**src/rtl/tfc_pkg.sv**
```systemverilog
package tfc_pkg;

  // Wishbone register map, byte addresses
  localparam logic [7:0] ADDR_CTRL = 8'h00;
  localparam logic [7:0] ADDR_STAT = 8'h04;

  // Control field positions
  localparam int CTRL_DATA_REC  = 0;
  localparam int CTRL_AUDIO_REC = 1;
  localparam int CTRL_REC_PHONE = 2;
  localparam int CTRL_PHONE_LO  = 4;
  localparam int CTRL_SPKR_LO   = 6;
  localparam int CTRL_W         = 8;
  localparam logic [7:0] CTRL_RESET = 8'h00;

  // Status field positions
  localparam int STAT_ENC_BUSY = 0;
  localparam int STAT_RX_BIT   = 1;
  localparam int STAT_CARRIER  = 2;

  // Cell timing at 125 MHz, 2.4 kHz cells
  localparam int CLK_HZ  = 125000000;
  localparam int CELL_HZ = 2400;
  localparam int HALF_CELL_CYC = CLK_HZ / (2 * CELL_HZ);

  // VCO runs at eight ticks per cell
  localparam logic [2:0] VCO_DIV_LAST  = 3'h7;
  localparam logic [4:0] MID_MIN_TICKS = 5'h02;
  localparam logic [4:0] CLK_MIN_TICKS = 5'h06;
  localparam logic [4:0] IDLE_TICKS    = 5'h10;

  // Audio path source codes
  typedef enum logic [1:0] {
    SRC_OFF   = 2'b00,
    SRC_TAPE  = 2'b01,
    SRC_ALT   = 2'b10,
    SRC_TONES = 2'b11
  } tfc_src_t;

endpackage : tfc_pkg

```
**src/rtl/tfc_top.sv**
```systemverilog
// Contract
// - Record drives are complements, never both active.
// - Low neg drive gives negative flux; active pos drive positive flux.
// - CPU serial frames: start, eight data, stop, no parity.
// - Bytes become FM code on an internal 2.4 kHz cell clock.
// - Flux polarity toggles at every cell clock edge.
// - Zero bit adds a mid-cell toggle; one bit does not.
// - Playback data separated from cell clock, sent to CPU receive.
// - VCO gets read pulses with zero mid-cell pulses removed.
// - VCO output divided by eight feeds VCO phase reference.
// - Separation timing follows the VCO output, tracking tape speed.
// - Audio record line held low throughout audio recording.
// - Phone record: mic select high, phone low; mic record: mic low.
// - Not recording: mic, phone and audio record lines all high.
// - Phone path selects tape, mic or tones, active low.
// - Phone path unused: phone path off line driven low.
// - Speaker path selects tape, phone or tones, active low.
// - No speaker audio: speaker path off line driven low.
`timescale 1ns/10ps
`default_nettype none

module tfc_top #(
  parameter logic [15:0] HALF_CELL_CYC = 16'(tfc_pkg::HALF_CELL_CYC)
) (
  input  wire logic        i_clk,
  input  wire logic        i_rst_n,
  input  wire logic        i_wb_cyc,
  input  wire logic        i_wb_stb,
  input  wire logic        i_wb_we,
  input  wire logic [7:0]  i_wb_adr,
  input  wire logic [3:0]  i_wb_sel,
  input  wire logic [31:0] i_wb_dat,
  output logic             o_wb_ack,
  output logic      [31:0] o_wb_dat,
  input  wire logic        i_cpu_serial_tx,
  output logic             o_cpu_serial_rx,
  output logic             o_write_drive_neg,
  output logic             o_write_drive_pos,
  input  wire logic        i_read_edge_pulses,
  input  wire logic        i_vco_out,
  output logic             o_vco_signal,
  output logic             o_vco_phase_ref,
  output logic             o_audio_record_n,
  output logic             o_mic_to_tape_n,
  output logic             o_phone_to_tape_n,
  output logic             o_tape_to_phone_n,
  output logic             o_mic_to_phone_n,
  output logic             o_tones_to_phone_n,
  output logic             o_phone_path_off_n,
  output logic             o_tape_to_spkr_n,
  output logic             o_phone_to_spkr_n,
  output logic             o_tones_to_spkr_n,
  output logic             o_spkr_path_off_n
);

  logic [2:0] pins_sync;
  logic       tx_s;
  logic       pulse_s;
  logic       vco_s;
  logic       enc_busy;

  tfc_sync #(.W(3)) u_sync (
    .i_clk   (i_clk),
    .i_rst_n (i_rst_n),
    .i_async ({i_cpu_serial_tx, i_read_edge_pulses, i_vco_out}),
    .o_sync  (pins_sync)
  );
  // Synced tx resets low; encoder is parked until enabled anyway
  assign tx_s    = pins_sync[2];
  assign pulse_s = pins_sync[1];
  assign vco_s   = pins_sync[0];

  // Wishbone slave
  logic [7:0]  ctrl_reg, ctrl_next;
  logic        ack_reg,  ack_next;
  logic [31:0] rdat_reg, rdat_next;
  logic        req;
  logic        rx_reg;
  logic        carrier;

  assign req = i_wb_cyc && i_wb_stb && !ack_reg;

  always_comb begin
    ctrl_next = ctrl_reg;
    ack_next  = req;
    rdat_next = rdat_reg;
    if (req) begin
      rdat_next = 32'h0000_0000;
      if (i_wb_adr == tfc_pkg::ADDR_CTRL) begin
        rdat_next[7:0] = ctrl_reg;
        if (i_wb_we && i_wb_sel[0]) begin
          ctrl_next = i_wb_dat[7:0];
        end
      end else if (i_wb_adr == tfc_pkg::ADDR_STAT) begin
        rdat_next[tfc_pkg::STAT_ENC_BUSY] = enc_busy;
        rdat_next[tfc_pkg::STAT_RX_BIT]   = rx_reg;
        rdat_next[tfc_pkg::STAT_CARRIER]  = carrier;
      end
    end
  end

  always_ff @(posedge i_clk) begin
    if (!i_rst_n) begin
      ctrl_reg <= tfc_pkg::CTRL_RESET;
      ack_reg  <= 1'b0;
      rdat_reg <= 32'h0000_0000;
    end else begin
      ctrl_reg <= ctrl_next;
      ack_reg  <= ack_next;
      rdat_reg <= rdat_next;
    end
  end

  assign o_wb_ack = ack_reg;
  assign o_wb_dat = rdat_reg;

  // Frame bits pass cell by cell at cell rate
  tfc_fm_enc #(.HALF_CYC(HALF_CELL_CYC)) u_enc (
    .i_clk             (i_clk),
    .i_rst_n           (i_rst_n),
    .i_enable          (ctrl_reg[tfc_pkg::CTRL_DATA_REC]),
    .i_bit             (tx_s),
    .o_write_drive_neg (o_write_drive_neg),
    .o_write_drive_pos (o_write_drive_pos),
    .o_busy            (enc_busy)
  );

  // Playback separator, timed by VCO ticks not the system clock
  logic       vco_d_reg,   vco_d_next;
  logic       pls_d_reg,   pls_d_next;
  logic [2:0] div_reg,     div_next;
  logic [4:0] ticks_reg,   ticks_next;
  logic       mid_reg,     mid_next;
  logic       rx_next;
  logic       sig_reg,     sig_next;
  logic       tick;
  logic       edge_p;

  assign tick    = vco_s && !vco_d_reg;
  assign edge_p  = pulse_s && !pls_d_reg;
  assign carrier = (ticks_reg != tfc_pkg::IDLE_TICKS);

  always_comb begin
    vco_d_next = vco_s;
    pls_d_next = pulse_s;
    div_next   = div_reg;
    ticks_next = ticks_reg;
    mid_next   = mid_reg;
    rx_next    = rx_reg;
    sig_next   = sig_reg;
    if (tick) begin
      div_next = (div_reg == tfc_pkg::VCO_DIV_LAST) ? 3'h0
                                                    : div_reg + 3'h1;
      sig_next = 1'b0;
      // Cell timing counted in VCO ticks
      if (ticks_reg != tfc_pkg::IDLE_TICKS) begin
        ticks_next = ticks_reg + 5'h01;
      end
      if (ticks_reg == tfc_pkg::IDLE_TICKS - 5'h01) begin
        rx_next  = 1'b1;
        mid_next = 1'b0;
      end
    end
    if (edge_p) begin
      if (ticks_reg >= tfc_pkg::CLK_MIN_TICKS) begin
        // Clock pulse closes cell, bit to CPU
        rx_next    = !mid_reg;
        mid_next   = 1'b0;
        ticks_next = 5'h00;
        // Only clock pulses reach the VCO
        sig_next   = 1'b1;
      end else if (ticks_reg >= tfc_pkg::MID_MIN_TICKS) begin
        mid_next = 1'b1;
      end
    end
  end

  always_ff @(posedge i_clk) begin
    if (!i_rst_n) begin
      vco_d_reg <= 1'b0;
      pls_d_reg <= 1'b0;
      div_reg   <= 3'h0;
      ticks_reg <= tfc_pkg::IDLE_TICKS;
      mid_reg   <= 1'b0;
      rx_reg    <= 1'b1;
      sig_reg   <= 1'b0;
    end else begin
      vco_d_reg <= vco_d_next;
      pls_d_reg <= pls_d_next;
      div_reg   <= div_next;
      ticks_reg <= ticks_next;
      mid_reg   <= mid_next;
      rx_reg    <= rx_next;
      sig_reg   <= sig_next;
    end
  end

  assign o_cpu_serial_rx = rx_reg;
  assign o_vco_signal    = sig_reg;
  assign o_vco_phase_ref = div_reg[2];

  // Audio multiplexer selects, registered off the control word
  logic [10:0] aud_reg, aud_next;
  tfc_pkg::tfc_src_t phone_src, spkr_src;

  assign phone_src =
    tfc_pkg::tfc_src_t'(ctrl_reg[tfc_pkg::CTRL_PHONE_LO +: 2]);
  assign spkr_src  = tfc_pkg::tfc_src_t'(ctrl_reg[tfc_pkg::CTRL_SPKR_LO +: 2]);

  always_comb begin
    aud_next = 11'h7ff;
    if (ctrl_reg[tfc_pkg::CTRL_AUDIO_REC]) begin
      aud_next[10] = 1'b0;
      aud_next[9]  = ctrl_reg[tfc_pkg::CTRL_REC_PHONE] ? 1'b1 : 1'b0;
      aud_next[8]  = ctrl_reg[tfc_pkg::CTRL_REC_PHONE] ? 1'b0 : 1'b1;
    end
    // One phone source at a time
    unique case (phone_src)
      tfc_pkg::SRC_OFF:   aud_next[4] = 1'b0;
      tfc_pkg::SRC_TAPE:  aud_next[7] = 1'b0;
      tfc_pkg::SRC_ALT:   aud_next[6] = 1'b0;
      tfc_pkg::SRC_TONES: aud_next[5] = 1'b0;
    endcase
    // One speaker source at a time
    unique case (spkr_src)
      tfc_pkg::SRC_OFF:   aud_next[0] = 1'b0;
      tfc_pkg::SRC_TAPE:  aud_next[3] = 1'b0;
      tfc_pkg::SRC_ALT:   aud_next[2] = 1'b0;
      tfc_pkg::SRC_TONES: aud_next[1] = 1'b0;
    endcase
  end

  always_ff @(posedge i_clk) begin
    if (!i_rst_n) begin
      // Idle after reset: all record lines high
      aud_reg <= 11'h7ee;
    end else begin
      aud_reg <= aud_next;
    end
  end

  assign o_audio_record_n   = aud_reg[10];
  assign o_mic_to_tape_n    = aud_reg[9];
  assign o_phone_to_tape_n  = aud_reg[8];
  assign o_tape_to_phone_n  = aud_reg[7];
  assign o_mic_to_phone_n   = aud_reg[6];
  assign o_tones_to_phone_n = aud_reg[5];
  assign o_phone_path_off_n = aud_reg[4];
  assign o_tape_to_spkr_n   = aud_reg[3];
  assign o_phone_to_spkr_n  = aud_reg[2];
  assign o_tones_to_spkr_n  = aud_reg[1];
  assign o_spkr_path_off_n  = aud_reg[0];

  property p_rec_idle;
    @(posedge i_clk) disable iff (!i_rst_n)
      o_audio_record_n |-> (o_mic_to_tape_n && o_phone_to_tape_n);
  endproperty
  a_rec_idle: assert property (p_rec_idle)
    else $error("record select active while not recording");

  property p_rec_on;
    @(posedge i_clk) disable iff (!i_rst_n)
      ctrl_reg[tfc_pkg::CTRL_AUDIO_REC] |=> !o_audio_record_n;
  endproperty
  a_rec_on: assert property (p_rec_on)
    else $error("audio record line not low while recording");

  property p_rec_src;
    @(posedge i_clk) disable iff (!i_rst_n)
      !o_audio_record_n |-> (o_mic_to_tape_n != o_phone_to_tape_n);
  endproperty
  a_rec_src: assert property (p_rec_src)
    else $error("record source not exactly one");

  property p_phone_sel;
    @(posedge i_clk) disable iff (!i_rst_n)
      $countones({o_tape_to_phone_n, o_mic_to_phone_n,
                  o_tones_to_phone_n, o_phone_path_off_n}) == 3;
  endproperty
  a_phone_sel: assert property (p_phone_sel)
    else $error("phone path selects not one-hot low");

  property p_spkr_sel;
    @(posedge i_clk) disable iff (!i_rst_n)
      (spkr_src == tfc_pkg::SRC_OFF) |=> (!o_spkr_path_off_n &&
        o_tape_to_spkr_n && o_phone_to_spkr_n && o_tones_to_spkr_n);
  endproperty
  a_spkr_sel: assert property (p_spkr_sel)
    else $error("speaker path not off when unused");

  property p_div8;
    @(posedge i_clk) disable iff (!i_rst_n)
      (tick && div_reg == tfc_pkg::VCO_DIV_LAST) |=> (div_reg == 3'h0);
  endproperty
  a_div8: assert property (p_div8)
    else $error("vco divider did not wrap after eight");

  property p_clk_pulse;
    @(posedge i_clk) disable iff (!i_rst_n)
      (edge_p && ticks_reg >= tfc_pkg::CLK_MIN_TICKS) |=>
        (o_vco_signal && ticks_reg == 5'h00 &&
         o_cpu_serial_rx == !$past(mid_reg));
  endproperty
  a_clk_pulse: assert property (p_clk_pulse)
    else $error("clock pulse not taken as cell boundary");

  property p_mid_drop;
    @(posedge i_clk) disable iff (!i_rst_n)
      (edge_p && !sig_reg && ticks_reg < tfc_pkg::CLK_MIN_TICKS) |=>
        !o_vco_signal;
  endproperty
  a_mid_drop: assert property (p_mid_drop)
    else $error("mid-cell pulse passed to vco");

  property p_ack_once;
    @(posedge i_clk) disable iff (!i_rst_n)
      o_wb_ack |=> !o_wb_ack;
  endproperty
  a_ack_once: assert property (p_ack_once)
    else $error("wishbone ack held two cycles");

endmodule : tfc_top

`default_nettype wire

```
**src/rtl/tfc_sync.sv**
```systemverilog
`timescale 1ns/10ps
`default_nettype none

module tfc_sync #(
  parameter int W = 1
) (
  input  wire logic         i_clk,
  input  wire logic         i_rst_n,
  input  wire logic [W-1:0] i_async,
  output logic      [W-1:0] o_sync
);

  logic [W-1:0] s1_reg;
  logic [W-1:0] s2_reg;

  // Two flops per bit; the first is read only by the second
  genvar g;
  for (g = 0; g < W; g++) begin : g_bit
    always_ff @(posedge i_clk) begin
      if (!i_rst_n) begin
        s1_reg[g] <= 1'b0;
        s2_reg[g] <= 1'b0;
      end else begin
        s1_reg[g] <= i_async[g];
        s2_reg[g] <= s1_reg[g];
      end
    end
  end

  assign o_sync = s2_reg;

endmodule : tfc_sync

`default_nettype wire

```
**src/rtl/tfc_fm_enc.sv**
```systemverilog
`timescale 1ns/10ps
`default_nettype none

module tfc_fm_enc #(
  parameter logic [15:0] HALF_CYC = 16'(tfc_pkg::HALF_CELL_CYC)
) (
  input  wire logic i_clk,
  input  wire logic i_rst_n,
  input  wire logic i_enable,
  input  wire logic i_bit,
  output logic      o_write_drive_neg,
  output logic      o_write_drive_pos,
  output logic      o_busy
);

  logic [15:0] cnt_reg,  cnt_next;
  logic        half_reg, half_next;
  logic        bit_reg,  bit_next;
  logic        pol_reg,  pol_next;
  logic        pos_reg,  pos_next;
  logic        wrap;

  assign wrap = (cnt_reg == HALF_CYC - 16'h0001);

  always_comb begin
    cnt_next  = cnt_reg + 16'h0001;
    half_next = half_reg;
    bit_next  = bit_reg;
    pol_next  = pol_reg;
    if (!i_enable) begin
      // Parked so the first enabled cycle is a cell edge
      cnt_next  = HALF_CYC - 16'h0001;
      half_next = 1'b1;
      bit_next  = 1'b1;
      pol_next  = 1'b1;
    end else if (wrap) begin
      cnt_next  = 16'h0000;
      half_next = ~half_reg;
      if (half_reg) begin
        pol_next = ~pol_reg;
        bit_next = i_bit;
      end else if (!bit_reg) begin
        pol_next = ~pol_reg;
      end
    end
    pos_next = ~pol_next;
  end

  always_ff @(posedge i_clk) begin
    if (!i_rst_n) begin
      cnt_reg  <= 16'h0000;
      half_reg <= 1'b1;
      bit_reg  <= 1'b1;
      pol_reg  <= 1'b1;
      pos_reg  <= 1'b0;
    end else begin
      cnt_reg  <= cnt_next;
      half_reg <= half_next;
      bit_reg  <= bit_next;
      pol_reg  <= pol_next;
      pos_reg  <= pos_next;
    end
  end

  // Low neg drive is negative flux
  assign o_write_drive_neg = pol_reg;
  assign o_write_drive_pos = pos_reg;
  assign o_busy            = i_enable;

  property p_enc_compl;
    @(posedge i_clk) disable iff (!i_rst_n)
      o_write_drive_neg != o_write_drive_pos;
  endproperty
  a_enc_compl: assert property (p_enc_compl)
    else $error("record drives not complementary");

  property p_enc_edge;
    @(posedge i_clk) disable iff (!i_rst_n)
      (i_enable && wrap && half_reg) |=>
        (o_write_drive_neg != $past(o_write_drive_neg));
  endproperty
  a_enc_edge: assert property (p_enc_edge)
    else $error("no flux toggle at cell edge");

  property p_enc_zero;
    @(posedge i_clk) disable iff (!i_rst_n)
      (i_enable && wrap && !half_reg && !bit_reg) |=>
        $changed(o_write_drive_neg);
  endproperty
  a_enc_zero: assert property (p_enc_zero)
    else $error("zero bit missed mid-cell toggle");

  property p_enc_one;
    @(posedge i_clk) disable iff (!i_rst_n)
      (i_enable && !half_reg && bit_reg) |=>
        $stable(o_write_drive_neg);
  endproperty
  a_enc_one: assert property (p_enc_one)
    else $error("one bit toggled inside its cell");

endmodule : tfc_fm_enc

`default_nettype wire

```
**config.mk**
```make
export PLATFORM = sky130hd
export DESIGN_NAME = tfc_top
export DESIGN_NICKNAME = d
export VERILOG_FILES = /design/src/rtl/tfc_pkg.sv /design/src/rtl/tfc_top.sv /design/src/rtl/tfc_sync.sv /design/src/rtl/tfc_fm_enc.sv
export SDC_FILE = /design/constraint.sdc
export NUM_CORES = 1
export LEC_CHECK = 0
export BUFFER_PORTS_ARGS = -buffer_cell sky130_fd_sc_hd__buf_4
export CORE_MARGIN = 3
export CORE_UTILIZATION = 35
export DETAILED_ROUTE_END_ITERATION = 16
export PLACE_DENSITY = 0.56
export RECOVER_POWER = 25
export SLEW_MARGIN = 20
export SYNTH_ARGS = -nofsm -noshare
export SYNTH_HDL_FRONTEND = slang
export SYNTH_HIERARCHICAL = 1
export SYNTH_SLANG_ARGS = --single-unit
```
**constraint.sdc**
```tcl
create_clock -name i_clk -period 2.05 [get_ports i_clk]
set_clock_uncertainty 0.1 [all_clocks]
set_input_delay 0.1025 -clock i_clk [delete_from_list [all_inputs] [get_ports i_clk]]
set_output_delay 0.1025 -clock i_clk [all_outputs]
set_load 0.03 [all_outputs]
```
==> reports/summary.md <==
The initial antenna violation count came out at 0. TritonCTS built the clock tree. After detailed routing, the total wire length is 5870 um. The worst setup path is captured at a register.

The tool flagged a number of max-cap violations equal to 0. Counting flops and latches in the post-synthesis netlist gives 67. Entering global routing, the biggest net connects 26 pins. The number of synthesized flops with an enable pin works out to 0. The logs give 0.780 for the final weighted congestion in routability-driven placement and 2 for the buffer levels on the longest clock path. The total routed wire length on the met1 layer was 2740 um; the worst slew slack as a fraction of its limit was 0.659. From left edge to right edge, the die measures 96.9 um.

The smallest clock period supported by the final layout is computed as 1.98 ns. After technology mapping, the gate count stands at 303. The highest metal layer carrying signal wires in the routed design is met4. The critical path goes through or4_4 > or4_4 > o21ai_2 > a31oi_1. The largest total area in the synthesized netlist belongs to sky130_fd_sc_hd__dfxtp_1.

For this run, the detailed router's first-pass iteration total came to 4. Summing internal, switching and leakage power gives 0.00278 W. For this run, design rule violations remaining after detail routing come to 0.

The largest single stage delay on the critical path is 0.58 ns. Number of slew-limit violations in the final report: 0. The fraction of final layout cells sized beyond drive strength 1 was 0.198.

The worst setup path is launched from a register. IR analysis of the VDD net gives a maximum drop of 0.283 mV. After synthesis, the most frequently instantiated cells are 67 x sky130_fd_sc_hd__dfxtp_1, 29 x sky130_fd_sc_hd__nand2_1, 25 x sky130_fd_sc_hd__buf_4, 19 x sky130_fd_sc_hd__nor2_1, 13 x sky130_fd_sc_hd__nand3_1. Clock tree root buffer cell: sky130_fd_sc_hd__clkbuf_8.

For the worst flop-to-flop path, the logic depth is 4. The library cell appearing most often on the critical path was sky130_fd_sc_hd__or4_4. The wire length of the first global-routing pass came out at 9870 um. The analysis attributes to cell leakage a power of 1.51 nW. The final-report hold violation count is 0. The total routing resource utilization after global routing is 0.130.

The fraction of post-synthesis cell area in the top cell type by area was 0.464. The logs give 0.00289 sq mm for the netlist area before placement and 2.15 ns for the worst endpoint required time. The initial DRC count is 60. The share of synthesized flip-flops with an asynchronous set or reset is 0, and the final antenna-violating net count is 0. The floorplan has 32 rows.

Setup total negative slack on the finished layout was measured at 0 ns. For the number of hold buffers added after cts, the log shows 15. For the share of power burned in the clock network, the log shows 0.442.

Post-CTS repair changed the size of 0 cells. Summed over all layers, the global routing overflow is 0. Yosys printed 6 warnings. Timing would allow up to 0.505 GHz. The combinational share of power came out at 0.077.

The register with the most flip-flops in the layout has 16 of them. Counting the buffers created by CTS gives 9. Slowest cell on the critical path: sky130_fd_sc_hd__or4_4. By startpoint and endpoint, the worst setup path is classified as reg -> reg. At the later pin of the worst-skew pair, clock insertion delay measures 0.34 ns. The footprint of the multi-input gates was 0.00137 sq mm; the count of buffers inserted at the top-level ports was 49. The power per unit of standard cell area came out at 764 mW/mm^2.

In this run the count of I/O pins placed on the die edge is 101. The sum of met2 wire segment lengths after detailed routing is 2690 um, and the total core area is 0.00789 sq mm. The mean instance size in the synthesized netlist is 9.55 sq um, and the post-DP HPWL is 4180 um. The cell internal power dissipation is 0.00212 W.

The routed wirelength normalized by instance count is 12.1 um. Signal arrival time at the worst endpoint: 2.08 ns. The analysis attributes to net switching a power of 0.000659 W.

By area the synthesized netlist is led by sky130_fd_sc_hd__dfxtp_1 46%, sky130_fd_sc_hd__buf_4 6.5%, sky130_fd_sc_hd__mux2i_1 4.2%. The sequential power share came out at 0.481. 0 antenna diodes ended up in the layout.

The final-layout fill cell count was 802. The overall die area is 0.00939 sq mm, and the final-stage net count is 438. The area added between synthesis and finish is 26.0%. The routed layout has 2,242 vias. The number of different library cells used by synthesis comes to 51.

The via count of the first global-routing pass is 2,095, and the hold path depth is 4. The total clock sinks was 67. The effective utilization at floorplan is 0.367, and the CTS H-tree depth is 3. Setup repair after global routing left no endpoint under its margin.

The largest fanout on the critical path came out at 5. The buffer count from post-CTS setup fixing was 0; the via density per instance was 4.62. The clock-pin slew reported for the worst setup and hold paths after clock tree synthesis works out to 0.07 ns.

The post-route clock period utilization works out to 0.966. The most common cell in the synthesized netlist is sky130_fd_sc_hd__dfxtp_1. The combined flip-flop and latch cell area was 0.00134 sq mm; the total setup violations reported at the end of the flow was 0. The die is 96.9 um tall. The net switching fraction of the power is 0.237. The logs give 325 um for the routed wire length on met3 and 0.464 for the sequential-to-total area share from yosys stat. At the pin with the least slew margin, the transition time is 0.511 ns. Type of the most critical hold path: in -> reg.

The run finished with clean final reports. The most used flip-flop cell after synthesis is sky130_fd_sc_hd__dfxtp_1.
==> final timing paths <==
check | from | endpoint | slack, ns
setup / recovery | u_enc/cnt_reg[6] | u_enc/cnt_reg[14] | 0.07
hold / removal | i_wb_adr[3] | o_wb_dat[2] | 0.1
setup reg to reg | u_enc/cnt_reg[6] | u_enc/cnt_reg[14] | 0.07
hold reg to reg | ctrl_reg[1] | aud_reg[8] | 0.31
==> cell usage in the layout (no fill, tap or decap), types with 2 or more instances in the layout <==
cell | netlist | routed
sky130_fd_sc_hd__bufinv_16 | 0 | 2
sky130_fd_sc_hd__and2_1 | 12 | 12
sky130_fd_sc_hd__inv_1 | 11 | 11
sky130_fd_sc_hd__conb_1 | 1 | 24
sky130_fd_sc_hd__nand4bb_1 | 2 | 2
sky130_fd_sc_hd__a31oi_1 | 2 | 2
sky130_fd_sc_hd__or2_2 | 6 | 6
sky130_fd_sc_hd__dfxtp_1 | 67 | 67
sky130_fd_sc_hd__nand3_1 | 13 | 13
sky130_fd_sc_hd__a211oi_1 | 5 | 5
sky130_fd_sc_hd__a21oi_1 | 4 | 4
sky130_fd_sc_hd__o21ai_1 | 4 | 4
sky130_fd_sc_hd__nor2_1 | 19 | 19
sky130_fd_sc_hd__nand2b_1 | 2 | 2
sky130_fd_sc_hd__xnor2_1 | 9 | 9
sky130_fd_sc_hd__mux2i_1 | 12 | 12
sky130_fd_sc_hd__or3_1 | 4 | 4
sky130_fd_sc_hd__and3_1 | 3 | 3
sky130_fd_sc_hd__clkbuf_1 | 4 | 14
sky130_fd_sc_hd__buf_4 | 25 | 45
sky130_fd_sc_hd__clkbuf_8 | 0 | 10
sky130_fd_sc_hd__or4_1 | 2 | 2
sky130_fd_sc_hd__a22o_1 | 5 | 5
sky130_fd_sc_hd__or4_4 | 4 | 4
sky130_fd_sc_hd__nand2_1 | 29 | 29
sky130_fd_sc_hd__o2bb2ai_1 | 3 | 3
sky130_fd_sc_hd__nor3_1 | 2 | 2
sky130_fd_sc_hd__o31ai_1 | 3 | 3
sky130_fd_sc_hd__o21ai_0 | 8 | 8
sky130_fd_sc_hd__nand4_1 | 3 | 3
sky130_fd_sc_hd__nand3b_1 | 5 | 5
sky130_fd_sc_hd__clkinvlp_4 | 0 | 2
sky130_fd_sc_hd__ha_1 | 8 | 8
sky130_fd_sc_hd__xor2_1 | 3 | 3
sky130_fd_sc_hd__dlygate4sd3_1 | 0 | 15
sky130_fd_sc_hd__nor4_1 | 4 | 4
==> power groups by stage <==
stage | registers [W] | clock network, W | logic, W
2_1_floorplan | 0.00137 | 0 | 0.000162
3_5_place_dp | 0.00137 | 0 | 0.000191
5_1_grt | 0.00134 | 0.00134 | 0.000232
4_1_cts | 0.00134 | 0.00127 | 0.000214
6_report | 0.00134 | 0.00123 | 0.000213
3_3_place_gp | 0.00137 | 0 | 0.000189
==> worst max-delay path, delay by kind of cell (launching register included) <==
| family | cells | cell delay (ns) |
|---|---|---|
| flip-flops | 1 | 0.34 |
| AND/OR/NAND/NOR | 2 | 1.14 |
| AO/OA/AOI/OAI | 2 | 0.28 |
==> per-layer routing <==
| metal | GRT usage | vias to the layer above |
|---|---|---|
| met1 | 0.158 | 1023 |
| li1 | - | 1158 |
| met5 | 0 | - |
| met3 | 0.0382 | 10 |
| met4 | 0.0680 | 0 |
| met2 | 0.206 | 51 |
==> kinds of logic after synthesis <==
logic type | Yosys count | share of synthesized area
buf+inv | 44 | 0.0939
compound gates | 38 | 0.0895
flops | 67 | 0.464
other cells | 1 | 0.00130
fa+ha+maj | 8 | 0.0346
xor+xnor | 12 | 0.0363
mux | 13 | 0.0454
simple gates | 120 | 0.235
==> metrics by stage <==
stage	cells	hold slack, ns	cell area (sq um)	utilization	setup slack [ns]
2_1_floorplan	326	0.124	2980	-	0.189
3_3_place_gp	454	0.210	3320	0.421	0.115
3_5_place_dp	454	0.215	3320	0.421	0.0897
4_1_cts	485	0.0830	3700	0.469	0.0726
5_1_grt	485	0.0956	3640	0.462	0.0172
6_report	485	0.0994	3640	0.462	0.0706
==> layout make-up <==
cell class | count | share of cell area
Sequential cell | 67 | 0.368
Timing Repair Buffer | 74 | 0.148
Multi-Input combinational cell | 215 | 0.375
Clock buffer | 10 | 0.0378
Inverter | 11 | 0.0113
Clock inverter | 6 | 0.0244
Tap cell | 102 | 0.0350
(Power assumes the default switching activity.)
